==> config.mk <==
export PLATFORM = sky130hd
export DESIGN_NAME = buck_boost_setpoint_reg
export DESIGN_NICKNAME = d
export VERILOG_FILES = /design/src/buck_boost_pkg.sv /design/src/buck_boost_setpoint_reg.sv /design/src/supervision_blank_timer.sv /design/src/write_unlock_gate.sv
export SDC_FILE = /design/constraint.sdc
export NUM_CORES = 1
export LEC_CHECK = 0
export BUFFER_PORTS_ARGS = -buffer_cell sky130_fd_sc_hd__buf_2
export CAP_MARGIN = 10
export CORE_MARGIN = 2
export CORE_UTILIZATION = 44
export DETAILED_ROUTE_END_ITERATION = 10
export PLACE_DENSITY = 0.72
export SYNTH_ARGS = -nofsm -noshare
export SYNTH_HDL_FRONTEND = slang
export SYNTH_SLANG_ARGS = --single-unit
==> constraint.sdc <==
create_clock -name mclk -period 3.8 [get_ports mclk]
set_input_delay 0.57 -clock mclk [delete_from_list [all_inputs] [get_ports mclk]]
set_output_delay 0.57 -clock mclk [all_outputs]
set_load 0.05 [all_outputs]
==> src/buck_boost_pkg.sv <==
// Package: register map, field layout, reset values and timing constants
package buck_boost_pkg;

  // ----------------------------------------
  // Register map (byte address is 4 x index)
  // ----------------------------------------
  localparam logic [7:0] CFG_INDEX = 8'h19;
  localparam logic [7:0] KEY_INDEX = 8'h30;
  localparam logic [7:0] STAT_INDEX = 8'h31;
  localparam logic [7:0] ADDR_W = 8'h08;

  // ----------------------------------------
  // Configuration field layout and values
  // ----------------------------------------
  localparam int SKIP_BIT = 7;
  localparam int RSVD_BIT = 6;
  localparam int CODE_MSB = 5;
  localparam logic [7:0] CFG_RESET = 8'h94;
  localparam logic [7:0] CFG_STRAP_DEFAULT = 8'h94;
  localparam logic [5:0] CODE_FIRST_RSVD = 6'h35;
  localparam logic [5:0] CODE_COARSE = 6'h10;
  localparam logic [7:0] UNLOCK_KEY = 8'h7D;

  // ----------------------------------------
  // Status field layout
  // ----------------------------------------
  localparam int ST_BLANK = 0;
  localparam int ST_REFUSED = 1;
  localparam int ST_UNLOCKED = 2;
  localparam int ST_STRAP = 3;
  localparam int ST_RSVD_CODE = 4;

  // ----------------------------------------
  // Setpoint scale in millivolts
  // ----------------------------------------
  localparam int MV_FINE_BASE = 1175;
  localparam int MV_FINE_STEP = 25;
  localparam int MV_COARSE_BASE = 1600;
  localparam int MV_COARSE_STEP = 50;

  // ----------------------------------------
  // Timing
  // ----------------------------------------
  localparam int CLK_HZ = 40000000;
  localparam int BLANK_MS = 5;
  localparam int BLANK_CYCLES = (CLK_HZ / 1000) * BLANK_MS;

  typedef struct packed {
    logic pulse_skip_enable;
    logic reserved;
    logic [5:0] code;
  } cfg_t;

  function automatic logic [11:0] code_to_mv(input logic [5:0] code);
    int mv;
    mv = 0;
    if (code < CODE_COARSE) begin
      mv = MV_FINE_BASE + MV_FINE_STEP * int'(code);
    end else if (code < CODE_FIRST_RSVD) begin
      mv = MV_COARSE_BASE + MV_COARSE_STEP * int'(code - CODE_COARSE);
    end
    return mv[11:0];
  endfunction

endpackage

==> src/buck_boost_setpoint_reg.sv <==
// Buck-boost converter setpoint register with Avalon-MM access
//
// Function
// - The setpoint register sits at index 0x19 and resets to 0x94.
// - A setpoint write only lands after a valid unlock, else it is dropped.
// - Every accepted setpoint write masks over/under-voltage faults for 5 ms.
// - Bit 7 enables pulse skipping, resets to 1, 0 forces fixed frequency.
// - Bits 5..0 set the output voltage from 1.175 V to 3.400 V.
// - A strap input sampled at power-up may pick another start value.
//
// Our own choice: the Avalon-MM slave port.
`timescale 1ns/1ps
module buck_boost_setpoint_reg #(
  parameter int BLANK_CYCLES = buck_boost_pkg::BLANK_CYCLES,
  parameter logic [7:0] STRAP_VALUE = buck_boost_pkg::CFG_STRAP_DEFAULT
) (
  input wire logic mclk,
  input wire logic rst_n,
  input wire logic [7:0] avs_address,
  input wire logic avs_read,
  input wire logic avs_write,
  input wire logic [31:0] avs_writedata,
  input wire logic [3:0] avs_byteenable,
  output logic [31:0] avs_readdata,
  output logic avs_waitrequest,
  input wire logic strap_default_select,
  input wire logic ov_fault_raw,
  input wire logic uv_fault_raw,
  output logic ov_fault,
  output logic uv_fault,
  output logic supervision_blank,
  output buck_boost_pkg::cfg_t cfg,
  output logic [11:0] setpoint_mv,
  output logic code_reserved
);

  // ----------------------------------------
  // Address decode
  // ----------------------------------------
  localparam logic [7:0] CFG_ADDR = 8'(buck_boost_pkg::CFG_INDEX << 2);
  localparam logic [7:0] KEY_ADDR = 8'(buck_boost_pkg::KEY_INDEX << 2);
  localparam logic [7:0] STAT_ADDR = 8'(buck_boost_pkg::STAT_INDEX << 2);

  wire hit_cfg = (avs_address == CFG_ADDR);
  wire hit_key = (avs_address == KEY_ADDR);
  wire hit_stat = (avs_address == STAT_ADDR);

  // ----------------------------------------
  // Bus handshake
  // ----------------------------------------
  // One wait state: the request is seen, then accepted on the next edge.
  // Costs a cycle per access but lets read data come from a flip-flop.
  logic ack;
  wire req = avs_read | avs_write;
  wire accept = req & ack;
  wire lane0 = avs_byteenable[0];
  wire wr_acc = avs_write & accept & lane0;

  assign avs_waitrequest = req & ~ack;

  always_ff @(posedge mclk or negedge rst_n) begin
    if (!rst_n) begin
      ack <= 1'b0;
    end else begin
      ack <= req & ~ack;
    end
  end

  // ----------------------------------------
  // Write qualification
  // ----------------------------------------
  logic unlocked;
  wire cfg_wr = wr_acc & hit_cfg;
  wire key_wr = wr_acc & hit_key;
  wire stat_wr = wr_acc & hit_stat;
  wire cfg_take = cfg_wr & unlocked;
  wire cfg_refuse = cfg_wr & ~unlocked;
  wire any_other_wr = wr_acc & ~hit_key;

  write_unlock_gate #(
    .KEY(buck_boost_pkg::UNLOCK_KEY)
  ) u_unlock (
    .mclk(mclk),
    .rst_n(rst_n),
    .key_write(key_wr),
    .key_data(avs_writedata[7:0]),
    .other_write(any_other_wr),
    .unlocked(unlocked)
  );

  // ----------------------------------------
  // Setpoint register
  // ----------------------------------------
  logic strap_done;
  logic strap_used;
  buck_boost_pkg::cfg_t next_cfg;
  buck_boost_pkg::cfg_t wr_cfg;
  buck_boost_pkg::cfg_t strap_cfg;

  assign wr_cfg.pulse_skip_enable =
    avs_writedata[buck_boost_pkg::SKIP_BIT];
  assign wr_cfg.reserved = 1'b0;
  assign wr_cfg.code = avs_writedata[buck_boost_pkg::CODE_MSB:0];

  assign strap_cfg.pulse_skip_enable =
    STRAP_VALUE[buck_boost_pkg::SKIP_BIT];
  assign strap_cfg.reserved = 1'b0;
  assign strap_cfg.code = STRAP_VALUE[buck_boost_pkg::CODE_MSB:0];

  assign next_cfg = !strap_done ?
                    (strap_default_select ? strap_cfg : cfg) :
                    cfg_take ? wr_cfg : cfg;

  always_ff @(posedge mclk or negedge rst_n) begin
    if (!rst_n) begin
      cfg <= buck_boost_pkg::cfg_t'(buck_boost_pkg::CFG_RESET);
    end else begin
      cfg <= next_cfg;
    end
  end

  // Strap is caught once, on the first edge after reset release
  always_ff @(posedge mclk or negedge rst_n) begin
    if (!rst_n) begin
      strap_done <= 1'b0;
      strap_used <= 1'b0;
    end else if (!strap_done) begin
      strap_done <= 1'b1;
      strap_used <= strap_default_select;
    end
  end

  // ----------------------------------------
  // Supervision blanking
  // ----------------------------------------
  // write starts blanking
  supervision_blank_timer #(
    .CYCLES(BLANK_CYCLES)
  ) u_blank (
    .mclk(mclk),
    .rst_n(rst_n),
    .start(cfg_take),
    .active(supervision_blank)
  );

  assign ov_fault = ov_fault_raw & ~supervision_blank;
  assign uv_fault = uv_fault_raw & ~supervision_blank;

  // ----------------------------------------
  // Derived setpoint
  // ----------------------------------------
  // Reserved codes report 0 mV; the register still stores them as written
  wire rsvd_now = (cfg.code >= buck_boost_pkg::CODE_FIRST_RSVD);

  always_ff @(posedge mclk or negedge rst_n) begin
    if (!rst_n) begin
      setpoint_mv <= 12'h000;
      code_reserved <= 1'b0;
    end else begin
      setpoint_mv <= buck_boost_pkg::code_to_mv(cfg.code);
      code_reserved <= rsvd_now;
    end
  end

  // ----------------------------------------
  // Status register
  // ----------------------------------------
  // Refused flag: a new refusal wins over a same-cycle clear
  logic refused;
  wire clr_refused = stat_wr & avs_writedata[buck_boost_pkg::ST_REFUSED];
  wire next_refused = cfg_refuse | (refused & ~clr_refused);

  always_ff @(posedge mclk or negedge rst_n) begin
    if (!rst_n) begin
      refused <= 1'b0;
    end else begin
      refused <= next_refused;
    end
  end

  logic [7:0] status;
  always_comb begin
    status = 8'h00;
    status[buck_boost_pkg::ST_BLANK] = supervision_blank;
    status[buck_boost_pkg::ST_REFUSED] = refused;
    status[buck_boost_pkg::ST_UNLOCKED] = unlocked;
    status[buck_boost_pkg::ST_STRAP] = strap_used;
    status[buck_boost_pkg::ST_RSVD_CODE] = code_reserved;
  end

  // ----------------------------------------
  // Read path
  // ----------------------------------------
  // Unmapped and key addresses read as zero
  wire [7:0] rd_byte = hit_cfg ? cfg :
                       hit_stat ? status : 8'h00;

  // Captured in the wait cycle, stable at the accepting edge
  always_ff @(posedge mclk or negedge rst_n) begin
    if (!rst_n) begin
      avs_readdata <= 32'h00000000;
    end else if (avs_read & ~ack) begin
      avs_readdata <= {24'h000000, rd_byte};
    end
  end

endmodule

==> src/supervision_blank_timer.sv <==
// Blanking timer that masks voltage supervision after a setpoint write
`timescale 1ns/1ps
module supervision_blank_timer #(
  parameter int CYCLES = buck_boost_pkg::BLANK_CYCLES
) (
  input wire logic mclk,
  input wire logic rst_n,
  input wire logic start,
  output logic active
);

  localparam int CW = $clog2(CYCLES + 1);
  localparam logic [CW-1:0] LOAD = CW'(CYCLES);

  logic [CW-1:0] count;

  // A new write restarts the full interval rather than extending it
  always_ff @(posedge mclk or negedge rst_n) begin
    if (!rst_n) begin
      count <= '0;
    end else if (start) begin
      count <= LOAD;
    end else if (count != '0) begin
      count <= count - CW'(1);
    end
  end

  assign active = (count != '0);

endmodule

==> src/write_unlock_gate.sv <==
// One-shot unlock that must precede each protected register write
`timescale 1ns/1ps
module write_unlock_gate #(
  parameter logic [7:0] KEY = buck_boost_pkg::UNLOCK_KEY
) (
  input wire logic mclk,
  input wire logic rst_n,
  input wire logic key_write,
  input wire logic [7:0] key_data,
  input wire logic other_write,
  output logic unlocked
);

  logic next_unlocked;

  assign next_unlocked = key_write ? (key_data == KEY) :
                         other_write ? 1'b0 : unlocked;

  always_ff @(posedge mclk or negedge rst_n) begin
    if (!rst_n) begin
      unlocked <= 1'b0;
    end else begin
      unlocked <= next_unlocked;
    end
  end

endmodule
==> results of run 1 <==
==> worst max-delay path by stage <==
stage | slack [ns] | start | cells past startpoint | endpoint
after global placement | 0.26 | cfg[2] | 13 | setpoint_mv[11]
final | 0.20 | cfg[2] | 13 | setpoint_mv[11]
after floorplan | 0.07 | cfg[4] | 13 | setpoint_mv[11]
after detailed placement | 0.16 | cfg[2] | 13 | setpoint_mv[11]
after global routing | 0.03 | cfg[2] | 13 | setpoint_mv[11]
after CTS | 0.14 | cfg[2] | 13 | setpoint_mv[11]
==> report_power, final <==
part	switching [mW]	internal (mW)	total [mW]
clock network	0.184	0.150	0.335
registers	0.00268	0.535	0.538
logic	0.0847	0.0143	0.0990
==> cell usage after synthesis (2+ instances only) <==
cell,number
or4_1,2
nor4_2,2
dfstp_2,3
and3_1,4
buf_4,26
o22ai_1,6
xnor2_1,17
o21a_1,2
buf_2,4
mux2i_1,3
o21ai_0,25
nor4bb_1,2
or3_1,3
conb_1,2
nor2b_1,2
nand3_1,13
clkbuf_1,3
inv_1,25
fa_1,6
ha_1,47
dfrtp_1,47
o311ai_0,2
and2_1,5
nor3_1,10
xor2_1,8
a21oi_1,12
a31oi_1,3
nor2_1,25
nor4_1,8
or3_2,2
nand2_1,37
a211oi_1,2
nand2b_1,7
o211ai_1,2
a22oi_1,5
a21o_1,3
==> final cells by class <==
cell class	instances	share of cell area [%]
Multi-Input combinational cell	308	52.9
Sequential cell	50	30.2
Timing Repair Buffer	68	9.04
Tap cell	105	3.16
Inverter	25	2.26
Clock buffer	6	1.99
Clock inverter	2	0.392
==> worst register-to-register path: stages, from the launching register on <==
cell      delay, ns
dfstp_2        0.54
inv_1          0.06
ha_1           0.32
inv_2          0.07
fa_1           0.45
ha_1           0.31
ha_1           0.22
fa_1           0.40
a21o_1         0.21
a21oi_1        0.18
xor2_1         0.22
nand3_1        0.18
mux2i_1        0.21
o211ai_1       0.11
==> flip-flops by register name (all words and copies together) (netlist names) <==
name	flops
strap_done	1
cfg	7
strap_used	1
u_blank.count	18
u_unlock.unlocked	1
avs_readdata	7
code_reserved	1
refused	1
ack	1
setpoint_mv	12
==> cells by family after synthesis <==
family | count (synthesis) | share of synthesized area, %
and+or+nand+nor | 132 | 19.3
AOI/OAI and AO/OA | 67 | 11.1
buffers and inverters | 59 | 9.00
adders and majority gates | 53 | 19.2
DFF | 50 | 34.1
xor gates and xnor gates | 25 | 5.95
muxes | 4 | 1.12
other | 2 | 0.204
==> per-layer routing <==
metal	routed length, um	track usage, %
met5	0	0
met4	152	7.50
met3	434	3.24
met2	3730	29.9
met1	3580	24.8
==> timing repair <==
item,in CTS,in global routing
buffers inserted,0,1
setup endpoints to repair,0,1
resized for setup,0,2
==> flow_summary.ini, run 1 <==
[outcome]
status = finished clean

[power_and_ir_drop]
power_leakage_nw = 1.98
power_mw = 0.971
peakVddDrop_uv = 134
cellPowerDensity_nw_per_um2 = 234

[setup_path]
cpPeakStageDelay_ns = 0.54
required_ns = 3.98
cp_top_family = adder cells
r2r-start = cfg[2]
crit_buf_inv = 2
arrival_ns = 3.78
cp_max_fo = 3
crit_top_cell = ha_1
worstSetupPathType = flip-flop to flip-flop
slowest_stage = dfstp_2
r2r_cells = 13
r2r_setup_slack_ns = 0.20
start_kind = flip-flop
worstPathCellList = inv_1 -> ha_1 -> inv_2 -> fa_1 -> ha_1 -> ha_1 -> fa_1 -> a21o_1 -> a21oi_1 -> xor2_1 -> nand3_1 -> mux2i_1 -> o211ai_1
endpoint_kind = flip-flop
regToRegEndpoint = setpoint_mv[11]

[drt]
wl_per_cell_um = 14.0
vias = 2947
vias_per_cell = 5.23
wl_mm = 7.90
drt_first_iter_violations = 114
drt-pass1-iter-count = 4
drc = 0
drtAntennaViolNets = 0

[sta]
tns_ns = 0
fin_hold_ws_ns = 0.257
worst-slew-pin-transition_ns = 0.798
final.period_utilization_pct = 94.6
finalHoldViolations = 0
setup-violations-final = 0
slew_violations = 0
rsz0062_at_grt = false
clock.fmax_ghz = 0.278
relSlewSlack_pct = 46.7
finClkSkew_ns = 0.00815
setup_slack_ns = 0.204
layout_min_cycle_time_ns = 3.60

[grt]
grt_max_degree = 27
overflow = 0
grt_pass1_vias = 2866
antenna_found_initial = 0
grt_pass1_wl_mm = 13.3
grt_use_total_pct = 18.6

[placement]
hpwl_mm = 6.09
placed_cells = 555
port_buffers = 54
dpl-instance-area_sq_um = 4040
routabilityCongestion = 0.818
preCtsSetupSlack_ns = 0.161

[synth]
syn-cell-area_sq_um = 3680
synth_warnings = 0
synth.distinct_cells = 53
synth_top_flop_cell = dfrtp_1
yosysSeqAreaShare_pct = 34.1
netlist.area_leader.share_pct = 31.9
yosysTopAreaCell = dfrtp_1
synth_seq_cells = 50
async_reset_ff_share_pct = 100
synth_edf_count = 0
synth_cells = 392
ys_top_cells_by_area = dfrtp_1 (32%), ha_1 (16%), buf_4 (5.3%), xnor2_1 (4.0%), nand2_1 (3.8%)
synth.avg_cell_area_sq_um = 9.39

[cells_and_area]
multi_input_area_sq_um = 2200
n_antenna_cell = 0
mostFrequentLayoutCell = buf_2
finalNonFillerCells = 564
post-route-util_pct = 50.8
regArea_sq_um = 1250
fillers = 747
area_delta_synth_final_pct = 12.7
final_cell_mix = buf_2 (54), ha_1 (47), dfrtp_1 (47), nand2_1 (37), conb_1 (27)
layout-drive-gt1-share_pct = 20.3
final_area_sq_um = 4150
nets = 562

[clock_tree]
cts_hold_buf = 0
cts_max_level = 2
clk_pin_slew_ns = 0.10
clockBufferDepth = 2
root_buffer = clkbuf_8
cts_sinks = 50
cts_made_buffers = 5
insertion_delay_ns = 0.31
cts_tree = done

[die]
die_area_sq_um = 9120
ios = 108
die_w_um = 95.5
start_util_pct = 45.0
coreArea_sq_um = 8180
rows = 33
die_y_um = 95.5

[hold_path]
holdCritPathClass = primary input to async pin

[flow_run]
drv_cap = 0
Power figures use the tool's default switching activity.
==> run 2: changes to the inputs <==
--- a/config.mk
+++ b/config.mk
@@ -10,7 +10,7 @@
 export CORE_MARGIN = 2
 export CORE_UTILIZATION = 44
 export DETAILED_ROUTE_END_ITERATION = 10
-export PLACE_DENSITY = 0.72
+export PLACE_DENSITY = 0.7
 export SYNTH_ARGS = -nofsm -noshare
 export SYNTH_HDL_FRONTEND = slang
 export SYNTH_SLANG_ARGS = --single-unit
==> constraint.sdc (replaced) <==
create_clock -name mclk -period 3.54 [get_ports mclk]
set_input_delay 0.531 -clock mclk [delete_from_list [all_inputs] [get_ports mclk]]
set_output_delay 0.531 -clock mclk [all_outputs]
set_load 0.05 [all_outputs]
==> flow_summary.ini, run 2 (synthesis results as in run 1) <==
[outcome]
status = finished clean

[cells_and_area]
regMostFlops = u_blank.count
nets = 562
layout-drive-gt1-share_pct = 24.2
area_delta_synth_final_pct = 15.8
mostFrequentLayoutCell = buf_2
top_regs = u_blank.count (18), setpoint_mv (12)
n_antenna_cell = 0
regArea_sq_um = 1260
largest_register_ffs = 18
fillers = 753
final_area_sq_um = 4270
final_cell_mix = buf_2 (54), dfrtp_1 (45), ha_1 (41), nand2_1 (37), conb_1 (27)
multi_input_area_sq_um = 2300

[setup_path]
cp_max_fo = 6
required_ns = 3.73
r2r_setup_slack_ns = 0.15
endpoint_kind = flip-flop
r2r-start = cfg[4]
arrival_ns = 3.58
worstSetupPathType = flip-flop to flip-flop
regToRegEndpoint = setpoint_mv[11]
r2r_cells = 13
start_kind = flip-flop

[sta]
setup-violations-final = 0
clock.fmax_ghz = 0.295
fin_hold_ws_ns = 0.229
slew_violations = 0
worst-slew-pin-transition_ns = 0.849
finClkSkew_ns = 0.0111
finalHoldViolations = 0
layout_min_cycle_time_ns = 3.39
relSlewSlack_pct = 43.3
final.period_utilization_pct = 95.7

[drt]
drc = 0
vias_per_cell = 5.22
wl_mm = 8.09
drt_first_iter_violations = 124
drtAntennaViolNets = 0
drt-pass1-iter-count = 4
wl_per_cell_um = 14.3
vias = 2944

[power_and_ir_drop]
peakVddDrop_uv = 200
power_leakage_nw = 1.99
cellPowerDensity_nw_per_um2 = 247

[clock_tree]
root_buffer = clkbuf_8
cts_made_buffers = 5
clk_pin_slew_ns = 0.11
insertion_delay_ns = 0.32
clockBufferDepth = 2
cts_max_level = 2
cts_hold_buf = 0
cts_tree = done
cts_sinks = 50

[placement]
dpl-instance-area_sq_um = 4060
routabilityCongestion = 0.840
port_buffers = 54
hpwl_mm = 6.21

[die]
die_area_sq_um = 9120
ios = 108
die_y_um = 95.5
coreArea_sq_um = 8180
start_util_pct = 45.0
rows = 33
die_w_um = 95.5

[grt]
grt_pass1_wl_mm = 13.5
overflow = 0
met2_usage_pct = 31.3
grt_max_degree = 28
grt_use_total_pct = 18.8
grt_pass1_vias = 2844
grt_use_met3_pct = 2.53
grtUsageMet1_pct = 25.4
antenna_found_initial = 0
busiest_layer = met2

[flow_run]
drv_cap = 0

[hold_path]
holdCritPathClass = primary input to async pin
-- run 2: worst max-delay path, cell delays in order (launching register included) --
cell,delay (ns)
dfstp_4,0.64
inv_4,0.04
buf_4,0.15
ha_1,0.31
fa_1,0.54
inv_1,0.04
ha_1,0.32
ha_4,0.27
a21o_1,0.20
a21oi_2,0.19
xor2_2,0.18
nand3_2,0.12
mux2i_1,0.17
o211ai_1,0.10
-- run 2: timing repair --
action,CTS,global route
pin swaps,2,7
cloned,0,0
buffers inserted,0,1
gates resized for setup,2,14
endpoints found under the setup margin,1,3
endpoints found under the hold margin,0,0
-- run 2: metrics by stage --
step / setup slack, ns / std cells / setup TNS, ns / power (mW) / utilization [%]
finish: 0.152 / 564 / 0 / 1.05 / 52.2
global route: -0.0113 / 564 / -0.0154 / 1.10 / 52.2
CTS: 0.00558 / 563 / 0 / 1.07 / 51.0
detailed placement: 0.0420 / 555 / 0 / 0.695 / 49.6
global placement: 0.0838 / 555 / 0 / 0.694 / 49.6
floorplan: 0.0154 / 417 / 0 / 0.687 / -
-- run 2: where the power goes --
| group | internal [mW] | switching [mW] | leakage [nW] |
|---|---|---|---|
| combinational | 0.0154 | 0.0912 | 1.36 |
| clock | 0.148 | 0.221 | 0.0506 |
| sequential | 0.574 | 0.00281 | 0.580 |
-- run 2: worst max path at each step --
stage                     startpoint  slack [ns]              end  depth (start not counted)
after detailed placement      cfg[2]        0.04  setpoint_mv[11]                         13
after global routing          cfg[4]       -0.01  setpoint_mv[11]                         13
after global placement        cfg[2]        0.08  setpoint_mv[11]                         12
after floorplan               cfg[4]        0.02  setpoint_mv[11]                         13
final                         cfg[4]        0.15  setpoint_mv[11]                         13
after CTS                     cfg[2]       0.006  setpoint_mv[11]                         12
-- run 2: cell type report --
cell class | count | share of cell area, %
clock inverters | 3 | 0.675
multi-input cells | 308 | 53.9
repair buffers | 68 | 8.80
flip-flops and latches | 50 | 29.7
inverters | 25 | 2.26
well taps | 105 | 3.08
clock buffers | 5 | 1.61
-- run 2: per-layer routing --
layer | vias up | share of wire [%]
met4 | 0 | 1.4
met5 | - | 0
met3 | 8 | 5.2
li1 | 1452 | -
met2 | 79 | 49
met1 | 1405 | 45
==> run 3: changes to the inputs <==
--- a/config.mk
+++ b/config.mk
@@ -5,7 +5,7 @@
 export SDC_FILE = /design/constraint.sdc
 export NUM_CORES = 1
 export LEC_CHECK = 0
-export BUFFER_PORTS_ARGS = -buffer_cell sky130_fd_sc_hd__buf_2
+export BUFFER_PORTS_ARGS = -buffer_cell sky130_fd_sc_hd__buf_4
 export CAP_MARGIN = 10
 export CORE_MARGIN = 2
 export CORE_UTILIZATION = 44
==> flow_summary.ini, run 3 (synthesis results as in run 1) <==
[outcome]
status = finished clean

[grt]
overflow = 0
grt_pass1_vias = 2848
grt_use_met3_pct = 2.21
grtUsageMet1_pct = 25.0
met2_usage_pct = 30.4
antenna_found_initial = 0
grt_use_total_pct = 18.3
grt_max_degree = 51
busiest_layer = met2
grt_pass1_wl_mm = 13.2

[die]
die_y_um = 95.5
start_util_pct = 45.0
die_area_sq_um = 9120
rows = 33
die_w_um = 95.5
ios = 108
coreArea_sq_um = 8180

[sta]
finalHoldViolations = 0
clock.fmax_ghz = 0.294
finClkSkew_ns = 0.00463
slew_violations = 0
worst-slew-pin-transition_ns = 0.798
tns_ns = 0
setup-violations-final = 0
relSlewSlack_pct = 46.7
layout_min_cycle_time_ns = 3.40
rsz0062_at_grt = false
final.period_utilization_pct = 96.0

[hold_path]
holdCritPathClass = primary input to async pin

[cells_and_area]
area_delta_synth_final_pct = 19.1
final_cell_mix = buf_4 (71), dfrtp_1 (44), ha_1 (43), nand2_1 (37), conb_1 (27)
regArea_sq_um = 1270
nets = 565
finalNonFillerCells = 567
mostFrequentLayoutCell = buf_4
fillers = 745
largest_register_ffs = 18
regMostFlops = u_blank.count
post-route-util_pct = 53.6
n_antenna_cell = 0
layout-drive-gt1-share_pct = 23.4
multi_input_area_sq_um = 2240
top_regs = u_blank.count (18), setpoint_mv (12)

[power_and_ir_drop]
cellPowerDensity_nw_per_um2 = 255
pwr-share-seq_pct = 51.6
clockPowerShare_pct = 38.2
p_int_mw = 0.812
combPwrFrac_pct = 10.1
switching_share_pct = 27.4
power_switching_mw = 0.307
power_mw = 1.12
peakVddDrop_uv = 165
power_leakage_nw = 2.02

[clock_tree]
root_buffer = clkbuf_8
cts_max_level = 2
insertion_delay_ns = 0.31
cts_hold_buf = 0
cts_tree = done
cts_sinks = 50
clk_pin_slew_ns = 0.10
cts_made_buffers = 5
clockBufferDepth = 2

[drt]
drt_first_iter_violations = 91
vias = 2931
wl_mm = 7.90
drc = 0
wl_per_cell_um = 13.9
drtAntennaViolNets = 0
drt-pass1-iter-count = 4
vias_per_cell = 5.17

[placement]
placed_cells = 556
port_buffers = 54
hpwl_mm = 6.08
routabilityCongestion = 0.870

[setup_path]
r2r-start = cfg[2]
critPathLaunch = cfg[2]
worstSetupPathType = flip-flop to flip-flop
start_kind = flip-flop
arrival_ns = 3.59
required_ns = 3.73
cp_max_fo = 6
endpoint_kind = flip-flop

[flow_run]
drv_cap = 0
==> run 3: changes by cell type in the layout (fill, tap and decap cells not counted), moves of 2 or more <==
cell   previous run  this run
ha_4              5         3
buf_2            54         0
buf_4            14        71
ha_1             41        43
==> run 3: layout make-up <==
type                            instances  share of cell area (%)
Multi-Input combinational cell        308                    51.1
Timing Repair Buffer                   71                    12.2
Sequential cell                        50                    28.9
Clock inverter                          3                    1.08
Tap cell                              105                    3.00
Clock buffer                            5                    1.57
Inverter                               25                    2.20
==> run 3: through the flow <==
| step | area (sq um) | setup WS, ns | hold WS (ns) |
|---|---|---|---|
| 6_report | 4390 | 0.142 | 0.219 |
| 2_1_floorplan | 3800 | 0.0154 | 0.235 |
| 5_1_grt | 4390 | 0.0113 | 0.277 |
| 4_1_cts | 4320 | 0.0150 | 0.254 |
| 3_5_place_dp | 4200 | 0.0144 | 0.443 |
| 3_3_place_gp | 4200 | 0.0861 | 0.434 |
==> run 3: power groups by stage <==
stage / clock (mW) / sequential (mW) / combinational [mW]
after global placement: 0 / 0.588 / 0.113
after detailed placement: 0 / 0.588 / 0.114
final: 0.428 / 0.577 / 0.113
after CTS: 0.439 / 0.577 / 0.114
after floorplan: 0 / 0.588 / 0.0990
after global routing: 0.460 / 0.578 / 0.123
==> run 3: worst max-delay path, cell delays in order (launching register included) <==
cell and delay (ns):
dfstp_4 0.63, buf_4 0.16, ha_1 0.27, fa_1 0.55, inv_1 0.07, ha_4 0.26
fa_2 0.39, a21o_1 0.18, a21oi_2 0.14, xor2_1 0.19, nand3_1 0.16, mux2i_1 0.18
o211ai_1 0.10
==> run 3: timing repair <==
item / CTS / global route
pin swaps: 1 / 5
setup endpoints to repair: 1 / 3
gates resized for setup: 1 / 8
setup buffers: 0 / 3
==> run 3: metal layers <==
layer | up-vias | routed length, um
met5 | - | 0
met4 | 0 | 97
met3 | 7 | 286
met2 | 64 | 3840
met1 | 1402 | 3680
li1 | 1458 | -
==> run 3: path summary, 6_finish.rpt <==
| kind | endpoint | slack (ns) | cells past startpoint |
|---|---|---|---|
| setup / recovery | setpoint_mv[11] | 0.14 | 12 |
| hold / removal | setpoint_mv[7] | 0.22 | 1 |
| setup reg to reg | setpoint_mv[11] | 0.14 | 12 |
| hold reg to reg | ack | 0.46 | 1 |
| max in group asynchronous | cfg[3] | 2.84 | 1 |
| min in group mclk | cfg[0] | 0.43 | 3 |
